--- src/shared/trf_mon_consts.vh ---
/*
 * Constants of the transformer state monitor: register byte offsets,
 * field positions, reset values, thresholds and timing counts.
 * Assumes a 25 MHz REF_CLK and 32-bit Avalon-MM registers.
 */
`ifndef LOAD_MON_CONSTS_VH
`define LOAD_MON_CONSTS_VH
// Register byte offsets
`define OFS_CTRL       7'h00
`define OFS_FORCE      7'h04
`define OFS_RATED_S    7'h08
`define OFS_HV_VOLT    7'h0c
`define OFS_LV_VOLT    7'h10
`define OFS_IMP_PCT    7'h14
`define OFS_FREQ       7'h18
`define OFS_VGROUP     7'h1c
`define OFS_STATUS     7'h20
`define OFS_EVENT      7'h24
`define OFS_MASK       7'h28
`define OFS_IN_HV      7'h2c
`define OFS_IN_LV      7'h30
`define OFS_ISC_HV     7'h34
`define OFS_L_SC       7'h38
`define OFS_OVL_TIME   7'h3c
`define OFS_HOVL_TIME  7'h40
// Field positions
`define CTRL_FORCE_EN  0
`define CTRL_EVENT_EN  1
`define CTRL_CNT_CLR   2
`define VG_HV_DELTA    8
// Reset values (settings in 0.1 MVA, 0.1 kV, 0.01 %, 1 Hz)
`define RST_RATED_S    13'h000a
`define RST_VOLT       13'h044c
`define RST_IMP_PCT    12'h12c
`define RST_FREQ       7'h32
`define RST_VGROUP     5'h01
`define VG_LAST        5'h1a
`define VG_FIRST_DHV   5'h10
// Thresholds in tenths of nominal current
`define K_NO_LOAD      4'h2
`define K_NOMINAL      4'ha
`define K_HEAVY        4'hd
// Force codes
`define FORCE_NONE     3'h0
// Timing: no-load qualify time and counter tick, in microseconds
`define CLK_MHZ        25
`define T_NOLOAD_US    10000
`define T_TICK_US      1000
`define NOLOAD_CYC     (`T_NOLOAD_US * `CLK_MHZ)
`define TICK_CYC       (`T_TICK_US * `CLK_MHZ)
`endif

--- src/rtl/transformer_state_monitor.v ---
/*
 * Transformer state monitor: nameplate settings, derived nominal and
 * short-circuit values, load-state classification, force override,
 * cumulative overload timers, sticky events and interrupt.
 * Assumes measurements and shared-setting updates come from logic on
 * REF_CLK, and an Avalon-MM master that holds requests until
 * waitrequest is low.
 */
// Summary of operation
// [RULE1] No-load once per-unit current stays below 0.2 longer than 10 ms
// [RULE2] Rise from no-load above 1.3 sets both HV and LV inrush outputs
// [RULE3] Normal-load while current between no-load limit and nominal
// [RULE4] Overloading while current between nominal and 1.3 times nominal
// [RULE5] Force setting overrides reported state, only when forcing enabled
// [RULE6] HV nominal current from rated power and HV nominal voltage
// [RULE7] LV nominal current from rated power and LV nominal voltage
// [RULE8] Impedance setting in 0.01 % steps gives short-circuit current
// [RULE9] Nominal frequency setting gives short-circuit inductance
// [RULE10] Vector group manual or 1 to 26 with automatic compensation
// [RULE11] Installation wires HV to first input module, LV to second
// [RULE12] HV winding setting writable only in manual vector group
// [RULE13] Edits from other protection functions update shared settings; an edit in the same cycle as an accepted bus write is dropped
// [RULE14] Cumulative overload and high-overcurrent time counters
// [RULE15] Status outputs feed indication and events when enabled
// [RULE16] Thresholds use per-unit current, re-evaluated each measurement
`timescale 1ns/1ns
`include "trf_mon_consts.vh"

module transformer_state_monitor
#(
  parameter NOLOAD_CYC = `NOLOAD_CYC,
  parameter TICK_CYC   = `TICK_CYC
)
(
  // Clock and reset
  input  wire        REF_CLK,
  input  wire        RST,
  // Avalon-MM slave
  input  wire [6:0]  AVS_ADDRESS,
  input  wire        AVS_READ,
  input  wire        AVS_WRITE,
  input  wire [31:0] AVS_WRITEDATA,
  output reg  [31:0] AVS_READDATA,
  output reg         AVS_WAITREQUEST,
  // Measurements, one pulse per cycle, currents in amperes
  input  wire        MEAS_VALID,
  input  wire [15:0] MEAS_HV_CUR,
  input  wire [15:0] MEAS_LV_CUR,
  // Shared setting edits from other protection functions
  input  wire        SHARE_WE,
  input  wire [2:0]  SHARE_SEL,
  input  wire [12:0] SHARE_DATA,
  // Shared settings as seen by other functions
  output reg  [12:0] SET_RATED_S,
  output reg  [12:0] SET_HV_VOLT,
  output reg  [12:0] SET_LV_VOLT,
  output reg  [11:0] SET_IMP_PCT,
  // Status outputs
  output reg         NO_LOAD,
  output reg         HV_INRUSH,
  output reg         LV_INRUSH,
  output reg         LOAD_NORMAL,
  output reg         OVERLOAD,
  output reg         HIGH_OVERLOAD,
  // Interrupt
  output reg         IRQ
);

  // Band of a per-unit current: 0 none, 1 normal, 2 over, 3 heavy
  function [1:0] band;
    input [15:0] cur;
    input [31:0] nom;
    reg   [35:0] c10;
    begin
      // Ten times the current, as eight times plus two times
      c10 = {17'h00000, cur, 3'h0} + {19'h00000, cur, 1'b0};
      if (c10 < nom * `K_NO_LOAD)
        band = 2'h0;
      else if (c10 <= nom * `K_NOMINAL)
        band = 2'h1;
      else if (c10 <= nom * `K_HEAVY)
        band = 2'h2;
      else
        band = 2'h3;
    end
  endfunction

  // Settings and control
  reg  [12:0] rated_s;
  reg  [12:0] hv_volt;
  reg  [12:0] lv_volt;
  reg  [11:0] imp_pct;
  reg  [6:0]  freq;
  reg  [4:0]  vgroup;
  reg         hv_delta_man;
  reg         force_en;
  reg         event_en;
  reg  [2:0]  force_code;
  reg  [5:0]  evt;
  reg  [5:0]  mask;
  // Derived values
  reg  [31:0] in_hv;
  reg  [31:0] in_lv;
  reg  [31:0] isc_hv;
  reg  [31:0] l_sc;
  // Divider sequencer
  reg         dirty;
  reg         busy;
  reg  [1:0]  op;
  reg  [5:0]  step;
  reg  [47:0] num;
  reg  [31:0] den;
  reg  [32:0] rem;
  reg  [47:0] quo;
  // Classification
  reg  [1:0]  cur_band;
  reg  [17:0] nl_cnt;
  reg         nl_state;
  reg         inrush;
  reg  [5:0]  status_q;
  reg  [14:0] tick_cnt;
  reg  [31:0] ovl_time;
  reg  [31:0] hovl_time;
  wire [1:0]  load_op = busy ? op + 2'h1 : 2'h0;
  wire        wr_acc = AVS_WRITE & ~AVS_WAITREQUEST;
  wire        cnt_clr = wr_acc & (AVS_ADDRESS == `OFS_CTRL)
                        & AVS_WRITEDATA[`CTRL_CNT_CLR];
  wire [1:0]  band_hv = band(MEAS_HV_CUR, in_hv);
  wire [1:0]  band_lv = band(MEAS_LV_CUR, in_lv);
  wire        hv_delta;
  reg  [5:0]  next_status;
  reg  [47:0] next_num;
  reg  [31:0] next_den;
  wire [32:0] rem_sh = {rem[31:0], num[47]};

  // [RULE10] Predefined groups pick winding from their code
  assign hv_delta = (vgroup == 5'h00) ? hv_delta_man
                                      : (vgroup >= `VG_FIRST_DHV);

  // Bus handshake: one wait cycle, then access at the low edge
  always @(posedge REF_CLK)
  begin
    if (RST)
      AVS_WAITREQUEST <= 1'b1;
    else if ((AVS_READ | AVS_WRITE) & AVS_WAITREQUEST)
      AVS_WAITREQUEST <= 1'b0;
    else
      AVS_WAITREQUEST <= 1'b1;
  end

  // Read data prepared during the wait cycle
  always @(posedge REF_CLK)
  begin
    if (RST)
      AVS_READDATA <= 32'h00000000;
    else if (AVS_READ & AVS_WAITREQUEST)
    begin
      case (AVS_ADDRESS)
        `OFS_CTRL:      AVS_READDATA <= {30'h0, event_en, force_en};
        `OFS_FORCE:     AVS_READDATA <= {29'h0, force_code};
        `OFS_RATED_S:   AVS_READDATA <= {19'h0, rated_s};
        `OFS_HV_VOLT:   AVS_READDATA <= {19'h0, hv_volt};
        `OFS_LV_VOLT:   AVS_READDATA <= {19'h0, lv_volt};
        `OFS_IMP_PCT:   AVS_READDATA <= {20'h0, imp_pct};
        `OFS_FREQ:      AVS_READDATA <= {25'h0, freq};
        `OFS_VGROUP:    AVS_READDATA <= {23'h0, hv_delta, 3'h0, vgroup};
        `OFS_STATUS:    AVS_READDATA <= {25'h0, busy | dirty, status_q};
        `OFS_EVENT:     AVS_READDATA <= {26'h0, evt};
        `OFS_MASK:      AVS_READDATA <= {26'h0, mask};
        `OFS_IN_HV:     AVS_READDATA <= in_hv;
        `OFS_IN_LV:     AVS_READDATA <= in_lv;
        `OFS_ISC_HV:    AVS_READDATA <= isc_hv;
        `OFS_L_SC:      AVS_READDATA <= l_sc;
        `OFS_OVL_TIME:  AVS_READDATA <= ovl_time;
        `OFS_HOVL_TIME: AVS_READDATA <= hovl_time;
        default:        AVS_READDATA <= 32'h00000000;
      endcase
    end
  end

  // Setting registers, written by software or by shared edits
  always @(posedge REF_CLK)
  begin
    if (RST)
    begin
      rated_s      <= `RST_RATED_S;
      hv_volt      <= `RST_VOLT;
      lv_volt      <= `RST_VOLT;
      imp_pct      <= `RST_IMP_PCT;
      freq         <= `RST_FREQ;
      vgroup       <= `RST_VGROUP;
      hv_delta_man <= 1'b0;
      force_en     <= 1'b0;
      event_en     <= 1'b0;
      force_code   <= `FORCE_NONE;
      mask         <= 6'h00;
      dirty        <= 1'b1;
    end
    else
    begin
      if (wr_acc)
      begin
        dirty <= 1'b1;
        case (AVS_ADDRESS)
          `OFS_CTRL:
          begin
            force_en <= AVS_WRITEDATA[`CTRL_FORCE_EN];
            event_en <= AVS_WRITEDATA[`CTRL_EVENT_EN];
          end
          `OFS_FORCE:   force_code <= AVS_WRITEDATA[2:0];
          `OFS_RATED_S: rated_s <= AVS_WRITEDATA[12:0];
          `OFS_HV_VOLT: hv_volt <= AVS_WRITEDATA[12:0];
          `OFS_LV_VOLT: lv_volt <= AVS_WRITEDATA[12:0];
          // [RULE8] Impedance in 0.01 % steps
          `OFS_IMP_PCT: imp_pct <= AVS_WRITEDATA[11:0];
          // [RULE9] Frequency in 1 Hz steps
          `OFS_FREQ:    freq <= AVS_WRITEDATA[6:0];
          `OFS_VGROUP:
          begin
            // [RULE10] Codes above the table are ignored
            if (AVS_WRITEDATA[4:0] <= `VG_LAST)
              vgroup <= AVS_WRITEDATA[4:0];
            // [RULE12] Winding only editable in manual
            if (vgroup == 5'h00)
              hv_delta_man <= AVS_WRITEDATA[`VG_HV_DELTA];
          end
          `OFS_MASK:    mask <= AVS_WRITEDATA[5:0];
          default:      dirty <= 1'b1;
        endcase
      end
      // [RULE13] Shared edits land in the same registers
      else if (SHARE_WE)
      begin
        dirty <= 1'b1;
        case (SHARE_SEL)
          3'h0:    rated_s <= SHARE_DATA;
          3'h1:    hv_volt <= SHARE_DATA;
          3'h2:    lv_volt <= SHARE_DATA;
          3'h3:    imp_pct <= SHARE_DATA[11:0];
          3'h4:    freq <= SHARE_DATA[6:0];
          default: dirty <= 1'b1;
        endcase
      end
      else if (!busy)
        dirty <= 1'b0;
    end
  end

  // Operands of each derivation step
  always @*
  begin
    next_num = 48'h0;
    next_den = 32'h0;
    // Operands belong to the step about to be loaded, not the current one
    case (load_op)
      // [RULE6] HV nominal current, amperes
      2'h0:
      begin
        next_num = {35'h0, rated_s} * 48'd1000000;
        next_den = {19'h0, hv_volt} * 32'd1732;
      end
      // [RULE7] LV nominal current, amperes
      2'h1:
      begin
        next_num = {35'h0, rated_s} * 48'd1000000;
        next_den = {19'h0, lv_volt} * 32'd1732;
      end
      // [RULE8] Short-circuit current from impedance
      2'h2:
      begin
        next_num = {16'h0, in_hv} * 48'd10000;
        next_den = {20'h0, imp_pct};
      end
      // [RULE9] Short-circuit inductance, microhenry
      default:
      begin
        next_num = {36'h0, imp_pct} * {35'h0, hv_volt} * {35'h0, hv_volt}
                   * 48'd1000;
        next_den = {19'h0, rated_s} * {25'h0, freq} * 32'd628;
      end
    endcase
  end

  // Restoring divider walking through the four derivations
  always @(posedge REF_CLK)
  begin
    if (RST)
    begin
      busy   <= 1'b0;
      op     <= 2'h0;
      step   <= 6'h00;
      num    <= 48'h0;
      den    <= 32'h0;
      rem    <= 33'h0;
      quo    <= 48'h0;
      in_hv  <= 32'h0;
      in_lv  <= 32'h0;
      isc_hv <= 32'h0;
      l_sc   <= 32'h0;
    end
    else if (!busy)
    begin
      if (dirty)
      begin
        busy <= 1'b1;
        op   <= 2'h0;
        step <= 6'h00;
        num  <= next_num;
        den  <= next_den;
        rem  <= 33'h0;
      end
    end
    else if (step != 6'd48)
    begin
      num  <= {num[46:0], 1'b0};
      step <= step + 6'h01;
      if (rem_sh >= {1'b0, den})
      begin
        rem <= rem_sh - {1'b0, den};
        quo <= {quo[46:0], 1'b1};
      end
      else
      begin
        rem <= rem_sh;
        quo <= {quo[46:0], 1'b0};
      end
    end
    else
    begin
      case (op)
        2'h0:    in_hv <= (quo[47:32] != 16'h0) ? 32'hffffffff : quo[31:0];
        2'h1:    in_lv <= (quo[47:32] != 16'h0) ? 32'hffffffff : quo[31:0];
        2'h2:    isc_hv <= (quo[47:32] != 16'h0) ? 32'hffffffff : quo[31:0];
        default: l_sc <= (quo[47:32] != 16'h0) ? 32'hffffffff : quo[31:0];
      endcase
      step <= 6'h00;
      rem  <= 33'h0;
      op   <= op + 2'h1;
      busy <= (op != 2'h3);
      num  <= next_num;
      den  <= next_den;
    end
  end

  // [RULE16] Band taken at each measurement cycle, worse side wins
  always @(posedge REF_CLK)
  begin
    if (RST)
      cur_band <= 2'h1;
    else if (MEAS_VALID)
      cur_band <= (band_hv > band_lv) ? band_hv : band_lv;
  end

  // [RULE1] No-load after 10 ms below limit; [RULE2] inrush latch
  always @(posedge REF_CLK)
  begin
    if (RST)
    begin
      nl_cnt   <= 18'h0;
      nl_state <= 1'b0;
      inrush   <= 1'b0;
    end
    else
    begin
      if (cur_band != 2'h0)
        nl_cnt <= 18'h0;
      else if (nl_cnt <= NOLOAD_CYC[17:0])
        nl_cnt <= nl_cnt + 18'h1;
      if (cur_band == 2'h0)
        nl_state <= (nl_cnt > NOLOAD_CYC[17:0]) | nl_state;
      else
        nl_state <= 1'b0;
      if (cur_band != 2'h3)
        inrush <= 1'b0;
      else if (nl_state)
        inrush <= 1'b1;
    end
  end

  // Measured state, then the force override
  always @*
  begin
    next_status = 6'h00;
    // [RULE1] No-load while qualified and still in the lowest band
    next_status[0] = nl_state & (cur_band == 2'h0);
    // [RULE2] Inrush shown from the first heavy band after no-load
    next_status[1] = inrush | (nl_state & (cur_band == 2'h3));
    next_status[2] = inrush | (nl_state & (cur_band == 2'h3));
    next_status[3] = (cur_band == 2'h1);
    next_status[4] = (cur_band == 2'h2);
    next_status[5] = (cur_band == 2'h3) & ~inrush & ~nl_state;
    // [RULE5] Forced code replaces the state
    if (force_en && force_code != `FORCE_NONE && force_code <= 3'h6)
      next_status = 6'h01 << (force_code - 3'h1);
  end

  // [RULE15] Status outputs and their event sources
  always @(posedge REF_CLK)
  begin
    if (RST)
    begin
      status_q      <= 6'h00;
      NO_LOAD       <= 1'b0;
      HV_INRUSH     <= 1'b0;
      LV_INRUSH     <= 1'b0;
      LOAD_NORMAL   <= 1'b0;
      OVERLOAD      <= 1'b0;
      HIGH_OVERLOAD <= 1'b0;
    end
    else
    begin
      status_q      <= next_status;
      NO_LOAD       <= next_status[0];
      HV_INRUSH     <= next_status[1];
      LV_INRUSH     <= next_status[2];
      LOAD_NORMAL   <= next_status[3];
      OVERLOAD      <= next_status[4];
      HIGH_OVERLOAD <= next_status[5];
    end
  end

  // Sticky events on each rising status bit while event_en is set; set wins over clear
  always @(posedge REF_CLK)
  begin
    if (RST)
    begin
      evt <= 6'h00;
      IRQ <= 1'b0;
    end
    else
    begin
      evt <= (evt & ~((wr_acc && AVS_ADDRESS == `OFS_EVENT)
                      ? AVS_WRITEDATA[5:0] : 6'h00))
             | ((next_status & ~status_q) & {6{event_en}});
      IRQ <= |(evt & mask);
    end
  end

  // [RULE14] Millisecond counts of overload and high overcurrent
  always @(posedge REF_CLK)
  begin
    if (RST || cnt_clr)
    begin
      tick_cnt  <= 15'h0;
      ovl_time  <= 32'h0;
      hovl_time <= 32'h0;
    end
    else if (tick_cnt == TICK_CYC[14:0] - 15'h1)
    begin
      tick_cnt <= 15'h0;
      if (status_q[4] && ovl_time != 32'hffffffff)
        ovl_time <= ovl_time + 32'h1;
      if (status_q[5] && hovl_time != 32'hffffffff)
        hovl_time <= hovl_time + 32'h1;
    end
    else
      tick_cnt <= tick_cnt + 15'h1;
  end

  // Shared settings to other functions
  always @(posedge REF_CLK)
  begin
    if (RST)
    begin
      SET_RATED_S <= `RST_RATED_S;
      SET_HV_VOLT <= `RST_VOLT;
      SET_LV_VOLT <= `RST_VOLT;
      SET_IMP_PCT <= `RST_IMP_PCT;
    end
    else
    begin
      SET_RATED_S <= rated_s;
      SET_HV_VOLT <= hv_volt;
      SET_LV_VOLT <= lv_volt;
      SET_IMP_PCT <= imp_pct;
    end
  end

endmodule // transformer_state_monitor

--- config.mk ---
export PLATFORM = sky130hd
export DESIGN_NAME = transformer_state_monitor
export DESIGN_NICKNAME = d
export VERILOG_FILES = /design/src/rtl/transformer_state_monitor.v
export VERILOG_INCLUDE_DIRS = /design/src /design/src/shared
export SDC_FILE = /design/constraint.sdc
export NUM_CORES = 2
export LEC_CHECK = 0
export BUFFER_PORTS_ARGS = -buffer_cell sky130_fd_sc_hd__buf_2
export CORE_ASPECT_RATIO = 1.75
export CORE_UTILIZATION = 55
export DETAILED_ROUTE_END_ITERATION = 16
export GPL_ROUTABILITY_DRIVEN = 0
export GPL_TIMING_DRIVEN = 0
export PLACE_DENSITY = 0.81
export SLEW_MARGIN = 20
export SYNTH_ARGS = -nofsm -noshare
export SYNTH_HDL_FRONTEND = slang
export SYNTH_SLANG_ARGS = --single-unit
--- constraint.sdc ---
create_clock -name REF_CLK -period 19.4 [get_ports REF_CLK]
set_input_delay 4.85 -clock REF_CLK [delete_from_list [all_inputs] [get_ports REF_CLK]]
set_output_delay 4.85 -clock REF_CLK [all_outputs]
set_load 0.02 [all_outputs]
## Yosys cells after proc, flatten, opt, wreduce, memory -nomap -nowiden

Cells that the tools add are included.

- Add/subtract/negate cells: 10
- $mul: 13
- Div/mod/pow operators: 0
- Order comparisons: 13
- Equality and inequality tests: 39
- Shift operators: 1
- Multiplexer cells: 56
- Bitwise operators: 26
- Reduce and logical (&&, ||, !) cells: 48

Operators by type and width:

| operator | number |
|---|---|
| $pmux 32 s17 | 1 |
| $mux 32 | 8 |
| $mux 13 | 12 |
| $le 20x36->1 | 4 |
| $mux 48 | 3 |
| $pmux 48 s2 | 1 |
| $pmux 30 s3 | 1 |
| $mul 32x4->36 const B | 2 |
| $mul 32x3->35 const B | 2 |
| $lt 20x33->1 | 2 |
| $add 32x1->32 const B | 2 |
| $ne 32x32->1 const B | 2 |
| $eq 7x6->1 const B | 8 |
| $mux 12 | 4 |
| $mul 38x7->45 const B | 1 |
| $mul 13x9->22 const B | 2 |
| $mul 32x10->42 const B | 1 |
| $add 19x17->20 | 2 |
| $mul 25x13->38 | 1 |
| $ge 33x32->1 | 1 |
| $reduce_and 3->1 | 11 |
| $sub 32x32->32 | 1 |
| $mux 6 | 5 |
| $eq 7x5->1 const B | 4 |
| other kinds (50) | 125 |

- Register bits after elaboration: 577
- Latch bits: 0
- Bits in writable memories: 0
- Memory bits (read-only): 0
- Input port bits: 93
- Output and inout port bits: 91
- Memories: 0

## Longest topological paths before layout

- Word-level depth: 7
- Gate-level depth with buffers: 61

## Least setup slack after synthesis

OpenSTA, ideal clock, no wires.

- Path type: register to register
- From: register hv_volt[4]
- To: register num[47]
- Setup time: 0.122 ns
- Arrival: 13.742 ns
- Data required time: 19.278 ns
- Slack: 5.536 ns
- Stages on the path, launching flop included: 56
- Clock period less this slack: 13.864 ns
- Path through: dfxtp_1 -> clkbuf_1 -> clkbuf_1 -> nand2_1 -> fa_1 -> fa_1 -> inv_1 -> ha_1 -> fa_1 -> inv_1 -> fa_1 -> inv_1 -> ha_1 -> o21a_1 -> o41ai_4 -> o2111a_1 -> o31ai_1 -> or4_1 -> (+20 left out) -> o21ba_2 -> o21ba_2 -> xor2_1 -> fa_1 -> inv_1 -> fa_1 -> fa_1 -> ha_1 -> ha_1 -> a21o_1 -> a21o_1 -> a311o_1 -> o21ai_0 -> a21oi_1 -> a21o_1 -> a21oi_1 -> xnor2_1 -> o21ai_1

- Cells in the longest elaborated chain, start to end: 6
- Elaborated cells on any way between the ends: 7

RTL lines:

| element | RTL line | RTL |
|---|---|---|
| start, declared | transformer_state_monitor.v:90 | `reg [12:0] hv_volt;` |
| start signal, assigned | transformer_state_monitor.v:187 | `` hv_volt <= `RST_VOLT; `` |
| start signal, assigned | transformer_state_monitor.v:212 | `` `OFS_HV_VOLT: hv_volt <= AVS_WRITEDATA[12:0]; `` |
| $mul 12x13->25 | transformer_state_monitor.v:277 | `next_num = {36'h0, imp_pct} * {35'h0, hv_volt} * {35'h0, hv_volt}` |
| $mul 25x13->38 * | transformer_state_monitor.v:277 |  |
| $mul 38x7->45 * | transformer_state_monitor.v:278 | `* 48'd1000;` |
| $pmux 48 s2 * | transformer_state_monitor.v:255 | `case (load_op)` |
| $mux 48, on equally long branches | transformer_state_monitor.v:303, transformer_state_monitor.v:313 |  |
| $mux 48 * | transformer_state_monitor.v:301 | `else if (!busy)` |
| end signal, assigned | transformer_state_monitor.v:308 | `num <= next_num;` |
| end signal, assigned | transformer_state_monitor.v:315 | `num <= {num[46:0], 1'b0};` |
| end signal, assigned | transformer_state_monitor.v:340 | `num <= next_num;` |
| end, declared | transformer_state_monitor.v:111 | `reg [47:0] num;` |

Mark *: on every way between the ends. The rest lies on a longest branch, timed or not. The select of a mux whose other input is x is not followed.
A chain may end at the register's enable or synchronous reset.

## Worst setup path after layout

- From: register hv_volt[4]
- To: register num[45]

The elaborated chain is that of the path after synthesis.

==> results.tsv <==
stage	metric	value	unit
worst_setup_path	critPathMaxStageDelay	1070	ps
worst_setup_path	crit_slowest_cell	dfxtp_1	
timing	hold_violations	0	
layout	final_common_cell	inv_1	
status	violations	design-rule violations	
layout	final_cells	11500	
clock_network	cts_tree	done	
yosys	synth_area_per_cell	8.36	um^2
routing	drt-initial-drc-count	7344	
routing	drtAntennaViolNets	0	
yosys	ys_types	100	
yosys	synth_fp_nets	11400	
layout	final_cell_mix	1646 x inv_1, 1107 x ha_1, 843 x fa_1, 821 x nand2_1, 633 x nor2_1	
worst_setup_path	cp_common_cell	fa_1	
floorplan	core	141000	um^2
timing	rsz0062_at_grt	no	
yosys	ys_seq_area_share	14.5	%
timing	fin_setup_tns	0	ps
timing	finalSetupViolCount	0	
placement	place_area	81300	um^2
worst_setup_path	start_kind	register	
clock_network	cts_root_buf	clkbuf_16	
floorplan	dieWidth	287	um
layout	drive_gt1_share	3.98	%
status	outcome	finished with violations	
clock_network	cts_buffers	52	
routing	dr.pass1.iters	16	
placement	io_buffers	163	
yosys	synthFlopType	dfxtp_1	
grt	grt_pass1_vias	75700	
worst_setup_path	reg2reg_depth	54	
yosys	synthAdderAreaFrac	39.3	%
routing	wl	274	mm
grt	grt_pass1_wl	430	mm
timing	final.min_clock_period	17860	ps
yosys	synth_compound_area_share	16.5	%
yosys	yosysWarnings	0	
floorplan	top_level_ports	184	
hold_path	hold_path_depth	2	
routing	route.detailed.drc	1	
worst_setup_path	crit_path_end_kind	register	
flow_run	max_cap_violations	0	
placement	dpl.hpwl	216	mm
yosys	syn-cell-area	78100	um^2
layout	stdcell_area	83200	um^2
timing	max_freq	56.0	MHz
clock_network	htreeDepth	2	
grt	grt_use_total	39.0	%
hold_path	hp-class	reg2reg	
floorplan	fp.dieH	501	um
timing	finalCritPeriodShare	92.1	%
grt	grt-ovfl-total	0	
layout	nNetsFinal	11600	
clock_network	worst_skew_pair.late_latency	680	ps
floorplan	die-area	144000	um^2
layout	area_growth	6.54	%
worst_setup_path	crit_type	reg2reg	
floorplan	placementRows	182	
routing	wl_per_cell	23.9	um
clock_network	cts_resized	0	
yosys	ys_seq_elements	566	
timing	tightest_slew	1320	ps
clock_network	clockBufferDepth	3	
grt	grt_max_degree	17	
yosys	synth_edf_count	0	
yosys	async_reset_ff_share	0	%
worst_setup_path	worstPathMaxFanout	10	
yosys	muxShareOfSynthArea	0.770	%
yosys	synthCells	9345	
clock_network	hold_buffers	0	
grt	antenna_found_initial	35	
clock_network	cts_sinks	566	
timing	slew_headroom	11.3	%
yosys	synth_top_family_by_area	adder cells	
timing	skew	49.6	ps
routing	vias	72600	
placement	dp.cells	11300	
timing	maxSlewViolCount	0	
clock_network	path_clk_slew	70	ps
worst_setup_path	worstPathRequired	19890	ps
floorplan	start_util	55.5	%
yosys	synth_simple_gate_area_share	14.5	%
worst_setup_path	critPathArrivalTime	18350	ps
routing	viasPerCell	6.32	
clock_network	post_cts_buffers	0	
yosys	synth_xor_area_share	4.75	%
[registers in the layout, summed over array words and instances, names as in the netlist, 7 cells and up]
signal	count
quo	48
num	45
AVS_READDATA	32
hovl_time	32
in_hv	32
in_lv	32
isc_hv	32
l_sc	32
ovl_time	32
rem	32
den	30
nl_cnt	18
tick_cnt	15
SET_HV_VOLT	13
SET_LV_VOLT	13
SET_RATED_S	13
hv_volt	13
lv_volt	13
rated_s	13
SET_IMP_PCT	12
imp_pct	12
freq	7
[routing by layer]
metal / up-vias / part of all wire (%) / global-route usage (%)
li1: 31600 / - / -
met1: 34400 / 30 / 36.8
met2: 4545 / 47 / 64.3
met3: 2021 / 10 / 13.8
met4: 18 / 13 / 38.8
met5: - / 0.084 / 0.479
[worst max-delay path, delay by kind of cell, from the launching register on]
family	cells	cell delay, ps
XOR/XNOR	2	730
AND/OR/NAND/NOR	9	1330
adder cells (fa/ha/maj)	17	8220
AO/OA/AOI/OAI	16	4070
flip-flops	1	1070
buffers and inverters	10	2240
[cells by family after synthesis]
family / Yosys count
buf+inv: 1993
xor+xnor: 424
simple gates: 2408
fa+ha+maj: 1951
mux: 59
compound gates: 1944
flops: 566
[layout make-up]
cell class	instances	area, um^2
clock buffers	71	1500
repair buffers	167	866
well taps	1840	2300
inverters	1646	6180
flip-flops and latches	566	11300
multi-input cells	6786	59400
plain buffers	347	1340
clock inverters	27	273
diodes	35	87.6
fillers	12100	57500
[synthesized netlist by cell type, types with 12 or more instances]
cell type  count  area share [%]
a2111oi_0     12            0.13
a211o_1       13            0.15
a211oi_1     221             2.1
a21boi_0      16            0.15
a21o_1       183             1.8
a21oi_1      516             3.3
a221oi_1      53            0.59
a222oi_1      37            0.47
a22o_1        55            0.62
a22oi_1       50            0.48
a31oi_1       77            0.62
and2_1       217             1.7
and3_1        70            0.56
and4_1        17            0.19
buf_1         21            0.10
clkbuf_1     318             1.5
dfxtp_1      566              15
fa_1         843              22
ha_1        1107              18
inv_1       1646             7.9
mux2i_1       50            0.64
nand2_1      821             3.9
nand2b_1      71            0.57
nand3_1      132            0.85
nand3b_1      14            0.13
nand4_1       77            0.62
nor2_1       636             3.1
nor2b_1      109            0.87
nor3_1        90            0.58
nor4_1        28            0.22
o2111ai_1     12            0.13
o211ai_1      45            0.43
o21a_1        59            0.57
o21ai_0      326             2.1
o21bai_1      42            0.40
o221ai_1      15            0.17
o22ai_1       43            0.34
o31ai_1       29            0.28
or2_2         30            0.24
or3_1         41            0.33
xnor2_1      256             2.9
xor2_1       168             1.9
[worst paths after layout]
check	slack, ps	from	to
worst max-delay path	1540	hv_volt[4]$_SDFFE_PP0P_	num[45]$_SDFFE_PP0N_
worst min-delay path	460	num[33]$_SDFFE_PP0N_	num[33]$_SDFFE_PP0N_
worst max register to register	1540	hv_volt[4]$_SDFFE_PP0P_	num[45]$_SDFFE_PP0N_
worst min register to register	460	num[33]$_SDFFE_PP0N_	num[33]$_SDFFE_PP0N_
[metrics by stage]
step | util, % | setup WS (ps) | hold WS [ps]
2_1_floorplan | - | 5540 | 416
3_3_place_gp | 57.7 | 2500 | 435
3_5_place_dp | 57.7 | 2150 | 445
4_1_cts | 59.0 | 2030 | 458
5_1_grt | 59.1 | 1120 | 478
6_report | 59.1 | 1540 | 460
Power is not shown: default switching activity piles up to over one toggle a cycle in this logic, so the estimate is an artifact.
